## src/dcr_pkg.sv

```systemverilog
// Constants and types for the delay controller and clock receiver registers
package dcr_pkg;

  // ----------------------------------------------------------------
  // Register addresses
  // ----------------------------------------------------------------
  localparam logic [7:0] ADDR_DUTY_CYCLE = 8'h30;
  localparam logic [7:0] ADDR_RX_TRIM_A = 8'h31;
  localparam logic [7:0] ADDR_RX_TRIM_B = 8'h32;
  localparam logic [7:0] ADDR_DELAY_CTRL = 8'h33;
  localparam logic [7:0] UNMAPPED_READ = 8'h00;

  // ----------------------------------------------------------------
  // Field positions
  // ----------------------------------------------------------------
  // Duty-cycle register
  localparam int DUTY_EN_BIT = 7;
  // Clock receiver register A
  localparam int NEG_TRIM_HI = 7;
  localparam int NEG_TRIM_LO = 4;
  localparam logic [7:0] RX_TRIM_A_RSVD_MASK = 8'h0f;
  // Clock receiver register B
  localparam int RX_ENABLE_BIT = 7;
  localparam int RX_FACTORY_BIT = 6;
  localparam int POS_SIGN_BIT = 5;
  localparam int POS_TRIM_HI = 4;
  localparam int POS_TRIM_LO = 1;
  localparam int NEG_SIGN_BIT = 0;
  // Delay controller control register
  localparam int CLK_GATE_BIT = 7;
  localparam int SLOPE_BIT = 6;
  localparam int MODE_HI = 5;
  localparam int MODE_LO = 4;
  localparam int CAPTURE_BIT = 3;
  localparam int GAIN_HI = 2;
  localparam int GAIN_LO = 1;
  localparam int CTRL_ENABLE_BIT = 0;

  // ----------------------------------------------------------------
  // Reset values
  // ----------------------------------------------------------------
  localparam logic [7:0] RST_DUTY_CYCLE = 8'h00;
  localparam logic [7:0] RST_RX_TRIM_A = 8'hf0;
  localparam logic [7:0] RST_RX_TRIM_B = 8'h1e;
  localparam logic [7:0] RST_DELAY_CTRL = 8'h02;

  // ----------------------------------------------------------------
  // Delay line and phase limits
  // ----------------------------------------------------------------
  localparam int DELAY_WIDTH = 9;
  localparam int PHASE_WIDTH = 5;
  localparam logic [8:0] MAX_DELAY = 9'h1af;
  localparam logic [4:0] MAX_PHASE = 5'h10;

  // ----------------------------------------------------------------
  // Operating modes and tracking gains
  // ----------------------------------------------------------------
  localparam logic [1:0] MODE_SEARCH_TRACK = 2'h0;
  localparam logic [1:0] MODE_TRACK_ONLY = 2'h1;
  localparam logic [1:0] MODE_SEARCH_ONLY = 2'h2;
  localparam logic [1:0] MODE_INVALID = 2'h3;
  localparam logic [1:0] GAIN_SLOW = 2'h0;
  localparam logic [1:0] GAIN_NOMINAL = 2'h1;
  localparam logic [1:0] GAIN_FAST = 2'h2;
  localparam logic [1:0] GAIN_INVALID = 2'h3;

endpackage

```

## src/dcr_delay_ctrl_regs.sv

```systemverilog
// Register group for the sample-phase delay controller and clock receiver
//
// Summary of operation
// - Duty-cycle register bit 7 turns duty-cycle correction on or off.
// - Duty register bit 6 and bits 5:0 are factory only; no function.
// - Receiver register A bits 7:4 trim negative clock input common mode.
// - Receiver enable resets to zero; one enables, zero disables receiver.
// - Receiver register B bit 5 selects positive trim sign; zero negative.
// - Receiver register B bits 4:1 trim positive clock input common mode.
// - Receiver register B bit 0 selects negative trim sign; zero negative.
// - Control bit 7 gates controller clock; one stops it.
// - Control bit 6 sets desired slope compared at target phase.
// - Mode field: search-track, track only, search only; 11 invalid.
// - Sample bit rising edge captures locked delay and phase.
// - Gain field: slowest, nominal, fastest; 11 invalid.
// - Control bit 0 enables controller; zero means manual mode.
// - Delay value is nine bits yet never exceeds 431.
// - Target phase above 16 never locks.
`timescale 1ns/1ps
module dcr_delay_ctrl_regs
(
  input wire logic core_clk,
  input wire logic rst_n,
  // Configuration port from the serial engine, same clock
  input wire logic cfgWrEn,
  input wire logic cfgRdEn,
  input wire logic [7:0] cfgAddr,
  input wire logic [7:0] cfgWrData,
  output logic [7:0] cfgRdData,
  output logic cfgRdValid,
  // Duty-cycle and factory fields
  output logic dutyCorrEnable,
  output logic factoryStepDir,
  output logic [5:0] factoryDutyTrim,
  // Clock receiver controls
  output logic [3:0] negClockCmTrim,
  output logic [3:0] posClockCmTrim,
  output logic posTrimSign,
  output logic negTrimSign,
  output logic clockRxEnable,
  output logic clockRxFactory,
  // Delay controller controls
  output logic delayCtrlClockGate,
  output logic desiredSlopePositive,
  output logic searchEnable,
  output logic trackEnable,
  output logic modeInvalid,
  output logic [1:0] trackGain,
  output logic gainInvalid,
  output logic delayCtrlEnable,
  output logic delayCtrlRun,
  // Lock readback capture
  input wire logic [8:0] lockedDelay,
  input wire logic [4:0] lockedPhase,
  output logic [8:0] capturedDelay,
  output logic [4:0] capturedPhase,
  output logic lockReadbackCapture,
  output logic phaseOverRange
);

  // ----------------------------------------------------------------
  // State
  // ----------------------------------------------------------------
  typedef struct packed {
    logic [7:0] dutyCycle;
    logic [7:0] rxTrimA;
    logic [7:0] rxTrimB;
    logic [7:0] delayCtrl;
    logic [7:0] rdData;
    logic rdValid;
  } dcr_state_type;

  dcr_state_type state_q;
  dcr_state_type state_d;

  logic hitDuty;
  logic hitTrimA;
  logic hitTrimB;
  logic hitCtrl;

  // Address decode
  assign hitDuty = (cfgAddr == dcr_pkg::ADDR_DUTY_CYCLE);
  assign hitTrimA = (cfgAddr == dcr_pkg::ADDR_RX_TRIM_A);
  assign hitTrimB = (cfgAddr == dcr_pkg::ADDR_RX_TRIM_B);
  assign hitCtrl = (cfgAddr == dcr_pkg::ADDR_DELAY_CTRL);

  // ----------------------------------------------------------------
  // Next state
  // ----------------------------------------------------------------
  // Whole-byte writes keep multi-bit fields from tearing mid-update
  always_comb
  begin
    state_d = state_q;
    state_d.rdValid = 1'b0;
    if (cfgWrEn)
    begin
      if (hitDuty)
        state_d.dutyCycle = cfgWrData;
      if (hitTrimA)
        state_d.rxTrimA = cfgWrData & ~dcr_pkg::RX_TRIM_A_RSVD_MASK;
      if (hitTrimB)
        state_d.rxTrimB = cfgWrData;
      if (hitCtrl)
        state_d.delayCtrl = cfgWrData;
    end
    if (cfgRdEn)
    begin
      state_d.rdValid = 1'b1;
      if (hitDuty)
        state_d.rdData = state_q.dutyCycle;
      else if (hitTrimA)
        state_d.rdData = state_q.rxTrimA;
      else if (hitTrimB)
        state_d.rdData = state_q.rxTrimB;
      else if (hitCtrl)
        state_d.rdData = state_q.delayCtrl;
      else
        state_d.rdData = dcr_pkg::UNMAPPED_READ;
    end
  end

  // ----------------------------------------------------------------
  // State register
  // ----------------------------------------------------------------
  // receiver held disabled from reset
  always_ff @(posedge core_clk)
  begin
    if (!rst_n)
    begin
      state_q.dutyCycle <= dcr_pkg::RST_DUTY_CYCLE;
      state_q.rxTrimA <= dcr_pkg::RST_RX_TRIM_A;
      state_q.rxTrimB <= dcr_pkg::RST_RX_TRIM_B;
      state_q.delayCtrl <= dcr_pkg::RST_DELAY_CTRL;
      state_q.rdData <= dcr_pkg::UNMAPPED_READ;
      state_q.rdValid <= 1'b0;
    end
    else
      state_q <= state_d;
  end

  // ----------------------------------------------------------------
  // Field outputs
  // ----------------------------------------------------------------
  assign cfgRdData = state_q.rdData;
  assign cfgRdValid = state_q.rdValid;

  assign dutyCorrEnable = state_q.dutyCycle[dcr_pkg::DUTY_EN_BIT];
  // stored, routed only to factory trim
  assign factoryStepDir = state_q.dutyCycle[dcr_pkg::DUTY_EN_BIT-1];
  assign factoryDutyTrim = state_q.dutyCycle[dcr_pkg::DUTY_EN_BIT-2:0];

  assign negClockCmTrim =
    state_q.rxTrimA[dcr_pkg::NEG_TRIM_HI:dcr_pkg::NEG_TRIM_LO];
  assign clockRxEnable = state_q.rxTrimB[dcr_pkg::RX_ENABLE_BIT];
  assign clockRxFactory = state_q.rxTrimB[dcr_pkg::RX_FACTORY_BIT];
  assign posTrimSign = state_q.rxTrimB[dcr_pkg::POS_SIGN_BIT];
  assign posClockCmTrim =
    state_q.rxTrimB[dcr_pkg::POS_TRIM_HI:dcr_pkg::POS_TRIM_LO];
  assign negTrimSign = state_q.rxTrimB[dcr_pkg::NEG_SIGN_BIT];

  assign delayCtrlClockGate = state_q.delayCtrl[dcr_pkg::CLK_GATE_BIT];
  assign desiredSlopePositive = state_q.delayCtrl[dcr_pkg::SLOPE_BIT];
  assign delayCtrlEnable = state_q.delayCtrl[dcr_pkg::CTRL_ENABLE_BIT];
  // Controller runs only when enabled and its clock is not gated
  assign delayCtrlRun = delayCtrlEnable & ~delayCtrlClockGate;

  // ----------------------------------------------------------------
  // Mode and gain decode
  // ----------------------------------------------------------------
  // mode select
  dcr_mode_decode u_decode
  (
    .modeField(state_q.delayCtrl[dcr_pkg::MODE_HI:dcr_pkg::MODE_LO]),
    .gainField(state_q.delayCtrl[dcr_pkg::GAIN_HI:dcr_pkg::GAIN_LO]),
    .searchEnable(searchEnable),
    .trackEnable(trackEnable),
    .modeInvalid(modeInvalid),
    .trackGain(trackGain),
    .gainInvalid(gainInvalid)
  );

  // ----------------------------------------------------------------
  // Lock readback capture
  // ----------------------------------------------------------------
  // capture on sample bit rise
  dcr_lock_capture u_capture
  (
    .core_clk(core_clk),
    .rst_n(rst_n),
    .captureLevel(state_q.delayCtrl[dcr_pkg::CAPTURE_BIT]),
    .lockedDelay(lockedDelay),
    .lockedPhase(lockedPhase),
    .capturedDelay(capturedDelay),
    .capturedPhase(capturedPhase),
    .capturePulse(lockReadbackCapture),
    .phaseOverRange(phaseOverRange)
  );

endmodule

```

## src/dcr_mode_decode.sv

```systemverilog
// Decoder of controller mode and tracking gain fields
`timescale 1ns/1ps
module dcr_mode_decode
(
  input wire logic [1:0] modeField,
  input wire logic [1:0] gainField,
  output logic searchEnable,
  output logic trackEnable,
  output logic modeInvalid,
  output logic [1:0] trackGain,
  output logic gainInvalid
);

  // Mode decode; the invalid code runs neither phase
  always_comb
  begin
    searchEnable = 1'b0;
    trackEnable = 1'b0;
    modeInvalid = 1'b0;
    case (modeField)
      dcr_pkg::MODE_SEARCH_TRACK:
      begin
        searchEnable = 1'b1;
        trackEnable = 1'b1;
      end
      dcr_pkg::MODE_TRACK_ONLY: trackEnable = 1'b1;
      dcr_pkg::MODE_SEARCH_ONLY: searchEnable = 1'b1;
      default: modeInvalid = 1'b1;
    endcase
  end

  // Gain decode; the invalid code falls back to nominal rate
  always_comb
  begin
    trackGain = gainField;
    gainInvalid = 1'b0;
    case (gainField)
      dcr_pkg::GAIN_SLOW,
      dcr_pkg::GAIN_NOMINAL,
      dcr_pkg::GAIN_FAST: trackGain = gainField;
      default:
      begin
        trackGain = dcr_pkg::GAIN_NOMINAL;
        gainInvalid = 1'b1;
      end
    endcase
  end

endmodule

```

## src/dcr_lock_capture.sv

```systemverilog
// Edge-triggered capture of the locked delay and phase for readback
`timescale 1ns/1ps
module dcr_lock_capture
#(
  parameter int DELAY_W = dcr_pkg::DELAY_WIDTH,
  parameter int PHASE_W = dcr_pkg::PHASE_WIDTH
)
(
  input wire logic core_clk,
  input wire logic rst_n,
  input wire logic captureLevel,
  input wire logic [DELAY_W-1:0] lockedDelay,
  input wire logic [PHASE_W-1:0] lockedPhase,
  output logic [DELAY_W-1:0] capturedDelay,
  output logic [PHASE_W-1:0] capturedPhase,
  output logic capturePulse,
  output logic phaseOverRange
);

  // Widths must hold the documented limits; refused at elaboration
  if (DELAY_W != dcr_pkg::DELAY_WIDTH || PHASE_W != dcr_pkg::PHASE_WIDTH)
  begin : g_bad_width
    $error("dcr_lock_capture: unsupported field width");
  end

  typedef struct packed {
    logic levelPrev;
    logic pulse;
    logic [DELAY_W-1:0] delay;
    logic [PHASE_W-1:0] phase;
    logic overRange;
  } dcr_cap_type;

  dcr_cap_type cap_q;
  dcr_cap_type cap_d;
  logic rise;

  assign rise = captureLevel & ~cap_q.levelPrev;

  // Next state; only a 0-to-1 change of the level captures
  always_comb
  begin
    cap_d = cap_q;
    cap_d.levelPrev = captureLevel;
    cap_d.pulse = 1'b0;
    if (rise)
    begin
      cap_d.pulse = 1'b1;
      if (lockedDelay > dcr_pkg::MAX_DELAY)
        cap_d.delay = dcr_pkg::MAX_DELAY;
      else
        cap_d.delay = lockedDelay;
      cap_d.phase = lockedPhase;
      cap_d.overRange = (lockedPhase > dcr_pkg::MAX_PHASE);
    end
  end

  // State register; synchronous reset
  always_ff @(posedge core_clk)
  begin
    if (!rst_n)
      cap_q <= '0;
    else
      cap_q <= cap_d;
  end

  assign capturedDelay = cap_q.delay;
  assign capturedPhase = cap_q.phase;
  assign capturePulse = cap_q.pulse;
  assign phaseOverRange = cap_q.overRange;

endmodule

```

## config.mk

```make
export PLATFORM = sky130hd
export DESIGN_NAME = dcr_delay_ctrl_regs
export DESIGN_NICKNAME = d
export VERILOG_FILES = /design/src/dcr_pkg.sv /design/src/dcr_delay_ctrl_regs.sv /design/src/dcr_mode_decode.sv /design/src/dcr_lock_capture.sv
export SDC_FILE = /design/constraint.sdc
export NUM_CORES = 1
export LEC_CHECK = 0
export BUFFER_PORTS_ARGS = -buffer_cell sky130_fd_sc_hd__buf_4
export CORE_ASPECT_RATIO = 0.5
export CORE_UTILIZATION = 50
export DETAILED_ROUTE_END_ITERATION = 10
export PLACE_DENSITY = 0.87
export SYNTH_ARGS = -nofsm -noshare
export SYNTH_HDL_FRONTEND = slang
export SYNTH_HIERARCHICAL = 1
export SYNTH_SLANG_ARGS = --single-unit
```

## constraint.sdc

```tcl
create_clock -name core_clk -period 2 [get_ports core_clk]
set_clock_uncertainty 0.1 [all_clocks]
set_input_delay 0.1 -clock core_clk [delete_from_list [all_inputs] [get_ports core_clk]]
set_output_delay 0.1 -clock core_clk [all_outputs]
set_load 0.1 [all_outputs]
```

## After elaboration in Yosys (flattened, before gate mapping)

Cells that the tools add are included.

- $add $sub $neg: 0
- Multipliers: 0
- Div/mod/pow operators: 0
- Order comparisons: 2
- Eq/ne operators: 8
- Shift-type cells: 0
- Muxes and demuxes: 12
- Bitwise gates (word level): 4
- Reductions and logical operators: 10

Operator list:

| cell | count |
|---|---|
| 8-bit by 6-bit equality test with 1-bit output (second input constant) | 4 |
| 8-bit 2-to-1 mux | 4 |
| 16-bit 2-to-1 mux | 1 |
| 9-bit > comparator (second input constant) | 1 |
| 9-bit 2-to-1 mux | 1 |
| 2-bit AND reduction | 4 |
| 3-bit OR reduction | 2 |
| 5-bit > comparator (second input constant) | 1 |
| 1-bit 2-to-1 mux | 5 |
| 2-bit by 1-bit equality test with 1-bit output (second input constant) | 2 |
| 2-bit equality test (second input constant) | 2 |
| 2-bit zero test | 2 |
| 2-bit OR reduction | 2 |
| 1-bit AND | 2 |
| 2-bit 2-to-1 mux | 1 |
| 1-bit inverter | 2 |

- Register bits after elaboration: 54
- Bits in latches: 0
- RAM bits: 0
- Memory bits (read-only): 0
- Output and inout bits: 55
- Word-level logic and storage cells: 47
- Memories: 0

## Longest topological paths before layout

- Depth in word-level cells: 5
- Gate-level depth with buffers: 5
- Mapped depth without buffers: 3

## Hierarchy

The synthesis kept the hierarchy.

Modules (own cells, without submodules):

| module | instances | cells each | area each (um^2) | sequential area each (um^2) |
|---|---|---|---|---|
| dcr_delay_ctrl_regs | 1 | 182 | 1,816.7 | 740.7 |
| dcr_lock_capture | 1 | 85 | 774.5 | 340.3 |
| dcr_mode_decode | 1 | 6 | 30.0 | 0.0 |

## Worst setup path after synthesis

Ideal clock, no wire load.

- Kind: register to output
- From: register state_q, in the netlist delayCtrlEnable
- To: output port delayCtrlRun
- Data arrival time: 2,407 ps
- Required time: 1,800 ps
- Path slack: -607 ps
- Cell stages (with the launch flop): 2
- Path buffers: 0
- Cell sequence: dfxtp_1 > nor2b_1

- Word-level cells in the longest chain between the ends: 1

RTL lines:

| item | RTL line | text |
|---|---|---|
| start: declaration | dcr_delay_ctrl_regs.sv:73 | `dcr_state_type state_q;` |
| start signal: assignment | dcr_delay_ctrl_regs.sv:138 | `state_q <= state_d;` |
| 1-bit AND | dcr_delay_ctrl_regs.sv:165 | `assign delayCtrlRun = delayCtrlEnable & ~delayCtrlClockGate;` |
| end: declaration | dcr_delay_ctrl_regs.sv:51 | `output logic delayCtrlRun,` |

No other way between the ends.

## Final worst setup path

- From: register state_q[10] (netlist name)
- To: output port gainInvalid

- Word-level cells in the longest chain between the ends: 3

RTL lines:

| item | RTL line | text |
|---|---|---|
| 2-bit by 1-bit equality test with 1-bit output, or another cell as far along | dcr_mode_decode.sv:37 | `case (gainField)` |
| 3-bit OR reduction * | dcr_mode_decode.sv:37 |  |
| 1-bit 2-to-1 mux * | dcr_mode_decode.sv:37 |  |
| end: declaration | dcr_delay_ctrl_regs.sv:49 | `output logic gainInvalid,` |

Every way passes the cells marked *; elsewhere a longest branch is shown, timed or not.

==> metrics.md <==
| Metric | Value |
|---|---|
| Outcome | finished, violations left |
| Failing checks | negative hold slack |
| FP Rows | 18 |
| Count of buffers from port buffering | 88 |
| Register area share after synthesis | 41.24% |
| Synthesized net count | 307 |
| Synth Area in XOR/XNOR | 0% |
| RSZ-0062 raised after global routing | no |
| Largest area contributor in the netlist | dfxtp_1 |
| Nets | 373 |
| Post-CTS Setup Inserts | 0 |
| Reg clk slew, reported paths | 0.10 ns |
| Share of layout cells above drive strength 1 | 33.92% |
| # clock sinks | 54 |
| Critical setup path kind | flop to primary output |
| Flop pwr share | 54.1% |
| Multiplexer area fraction after synthesis | 15.66% |
| Worst-margin pin slew | 0.5735 ns |
| Synthesized area | 2621 um2 |
| Worst hold path class | input port to flop |
| WL per Instance | 14.74 um |
| Antenna diodes | 0 |
| Synth Area in Compound Gates | 10.41% |
| Internal power | 1.545 mW |
| First-pass GRT wire length | 9.653 mm |
| Largest family of logic cells by synthesized area | simple AND/OR/NAND/NOR gates |
| Gate count of the mapped netlist | 273 |
| Vias in the first global route | 2082 |
| WHS | -0.01042 ns |
| CTS tree | yes |
| Pre-CTS WS | 0.3961 ns |
| Yosys Warn Count | 6 |
| Area Overhead vs Synth | 27.26% |
| Max cap viols | 0 |
| Tot GR Track Use | 22.20% |
| Post-synthesis simple-gate area fraction | 17.71% |
| Drt drc | 0 |
| Die W | 104.4 um |
| Largest net degree at the start of global routing | 52 |
| Switching share of power | 22.52% |
| Crit path max fanout | 5 |
| CP Launch Type | flop |
| Switch Pwr | 449.0 uW |
| #FFs+latches synth | 54 |
| Clock period minus worst slack | 1.361 ns |
| Area contributors post-synth | dfxtp_1 41%, mux2i_1 12%, buf_4 11% |
| Post-DP Area | 3048 um2 |
| Synth Area per Inst | 9.602 um2 |
| Total grt overflow | 0 |
| Post-DP HPWL | 4.177 mm |
| Core footprint | 4977 um2 |
| CTS buffer count | 5 |
| Top Ports | 89 |
| Critical path arrival | 1.16 ns |
| Chip height | 53.20 um |
| Total Routed Length | 6.028 mm |
| Worst ir drop on vdd | 0.4083 mV |
| H-tree depth | 2 |
| Period utilisation layout | 68.07% |
| Most common cell after layout, fill and taps aside | buf_4 |
| Fmax achieved | 0.7345 GHz |
| Post-synthesis cell type count | 34 |
| Clock Tree Root | clkbuf_8 |
| Die Area | 5554 um2 |
| Slew Viols, Final | 0 |
| DR iter-0 viols | 127 |
| Via Count | 2100 |
| Max Root-Sink Buffers | 2 |
| Commonest non-fill, non-tap cells in the layout | 94 x buf_4, 54 x dfxtp_1, 46 x nand2_1 |
| Vias per cell | 5.134 |
| Setup ws final | 0.6386 ns |
| Slew margin rel. | 61.77% |
| Hold Violations, Final | 1 |
| ANT nets after route | 0 |
| Setup TNS | 0 ns |
| Design area | 3336 um2 |
| Skew-Pair Late Insertion Delay | 0.30 ns |
| Share of the synthesized area in the top cell type | 41.24% |
| CP Capture Type | primary output |
| Drt first pass iters | 4 |
| Starting Density | 52.66% |
| Power density over the cells | 597.6 nW/um2 |
| Logic pwr share | 10.2% |
| CP Data Required Time | 1.80 ns |
| LEAKAGE | 1.459 nW |
| Clock power share | 35.7% |
| Antenna violations before repair | 0 |
| Synthesized-area fraction occupied by adder cells | 0% |
| Final setup viols | 0 |
| Core Util, Final | 67.02% |
| Routability cong. | 0.7493 |
cells in the mapped netlist, drive strengths merged:
cell and count:
nand3 7, a21oi 2, clkbuf 7, dfxtp 54, nand4bb 1, a31oi 1, or2 1, or4 3
mux4 4, o211ai 1, inv 3, mux2i 32, a21boi 10, o21a 4, nor4 3, nor2b 4
nor2 19, nand2 46, a32o 8, o21ai 5, clkinv 2, o31a 4, nand2b 2, nor3 1
and2 3, buf 46
cell families (layout without fill, tap and decap cells):
logic type,after synthesis,in the layout
AO/OA/AOI/OAI,35,35
multiplexers,36,36
AND/OR/NAND/NOR,90,90
flip-flops,54,54
buffers and inverters,58,124
routing by layer:
layer	global-route usage, %	part of all wire, %	up-vias
met3	4.433	6.0	4
li1	-	-	1026
met4	5.476	0.60	0
met5	0	0	-
met1	26.07	43	1000
met2	42.60	51	70
power by group through the flow:
stage	clock (mW)	sequential [mW]	combinational, mW
3_3_place_gp	0	1.10	0.168
2_1_floorplan	0	1.11	0.0859
3_5_place_dp	0	1.10	0.172
5_1_grt	0.788	1.08	0.218
6_report	0.712	1.08	0.204
4_1_cts	0.727	1.08	0.200
cell type report:
class	count	area, um2
Multi-Input combinational cell	161	1155
Timing Repair Buffer	112	885.9
Fill cell	376	1642
Inverter	5	18.77
Sequential cell	54	1081
Tap cell	70	87.58
Clock buffer	5	68.82
Clock inverter	2	38.79
path summary, 6_finish.rpt:
path	startpoint	endpoint	slack, ns	cells after the start
min reg2reg	u_capture/cap_q[16]$_SDFF_PN0_	u_capture/capturePulse$_SDFF_PN0_	0.34	1
max reg2reg	state_q[12]$_SDFFE_PN0P_	u_capture/capturedDelay[1]$_SDFFE_PN0P_	0.65	2
max	state_q[10]$_SDFFE_PN1P_	gainInvalid	0.64	2
min	cfgWrData[7]	negClockCmTrim[3]$_SDFFE_PN1P_	-0.01	3
worst max-delay path, stage by stage, from the launching register on:
cell     delay, ns
dfxtp_1       0.43
and2_1        0.15
buf_4         0.28
metrics by stage:
stage / power (mW) / cells
finish: 1.994 / 409
global route: 2.085 / 409
global placement: 1.270 / 384
detailed placement: 1.275 / 384
floorplan: 1.198 / 273
CTS: 2.005 / 409
repair_timing:
action,CTS,global route
hold endpoints to repair,27,0
gates resized for setup,0,0
endpoints found under the setup margin,0,0
hold buffers,18,0
sequential cells by signal, summed over array words and instances, names as in the netlist:
signal	flops
cfgRdData	8
cfgRdValid	1
clockRxEnable	1
clockRxFactory	1
delayCtrlClockGate	1
delayCtrlEnable	1
desiredSlopePositive	1
dutyCorrEnable	1
factoryDutyTrim	6
factoryStepDir	1
negClockCmTrim	4
negTrimSign	1
posClockCmTrim	4
posTrimSign	1
state_q	5
u_capture/cap_q	1
u_capture/capturePulse	1
u_capture/capturedDelay	9
u_capture/capturedPhase	5
u_capture/phaseOverRange	1
(Power assumes the default switching activity.)
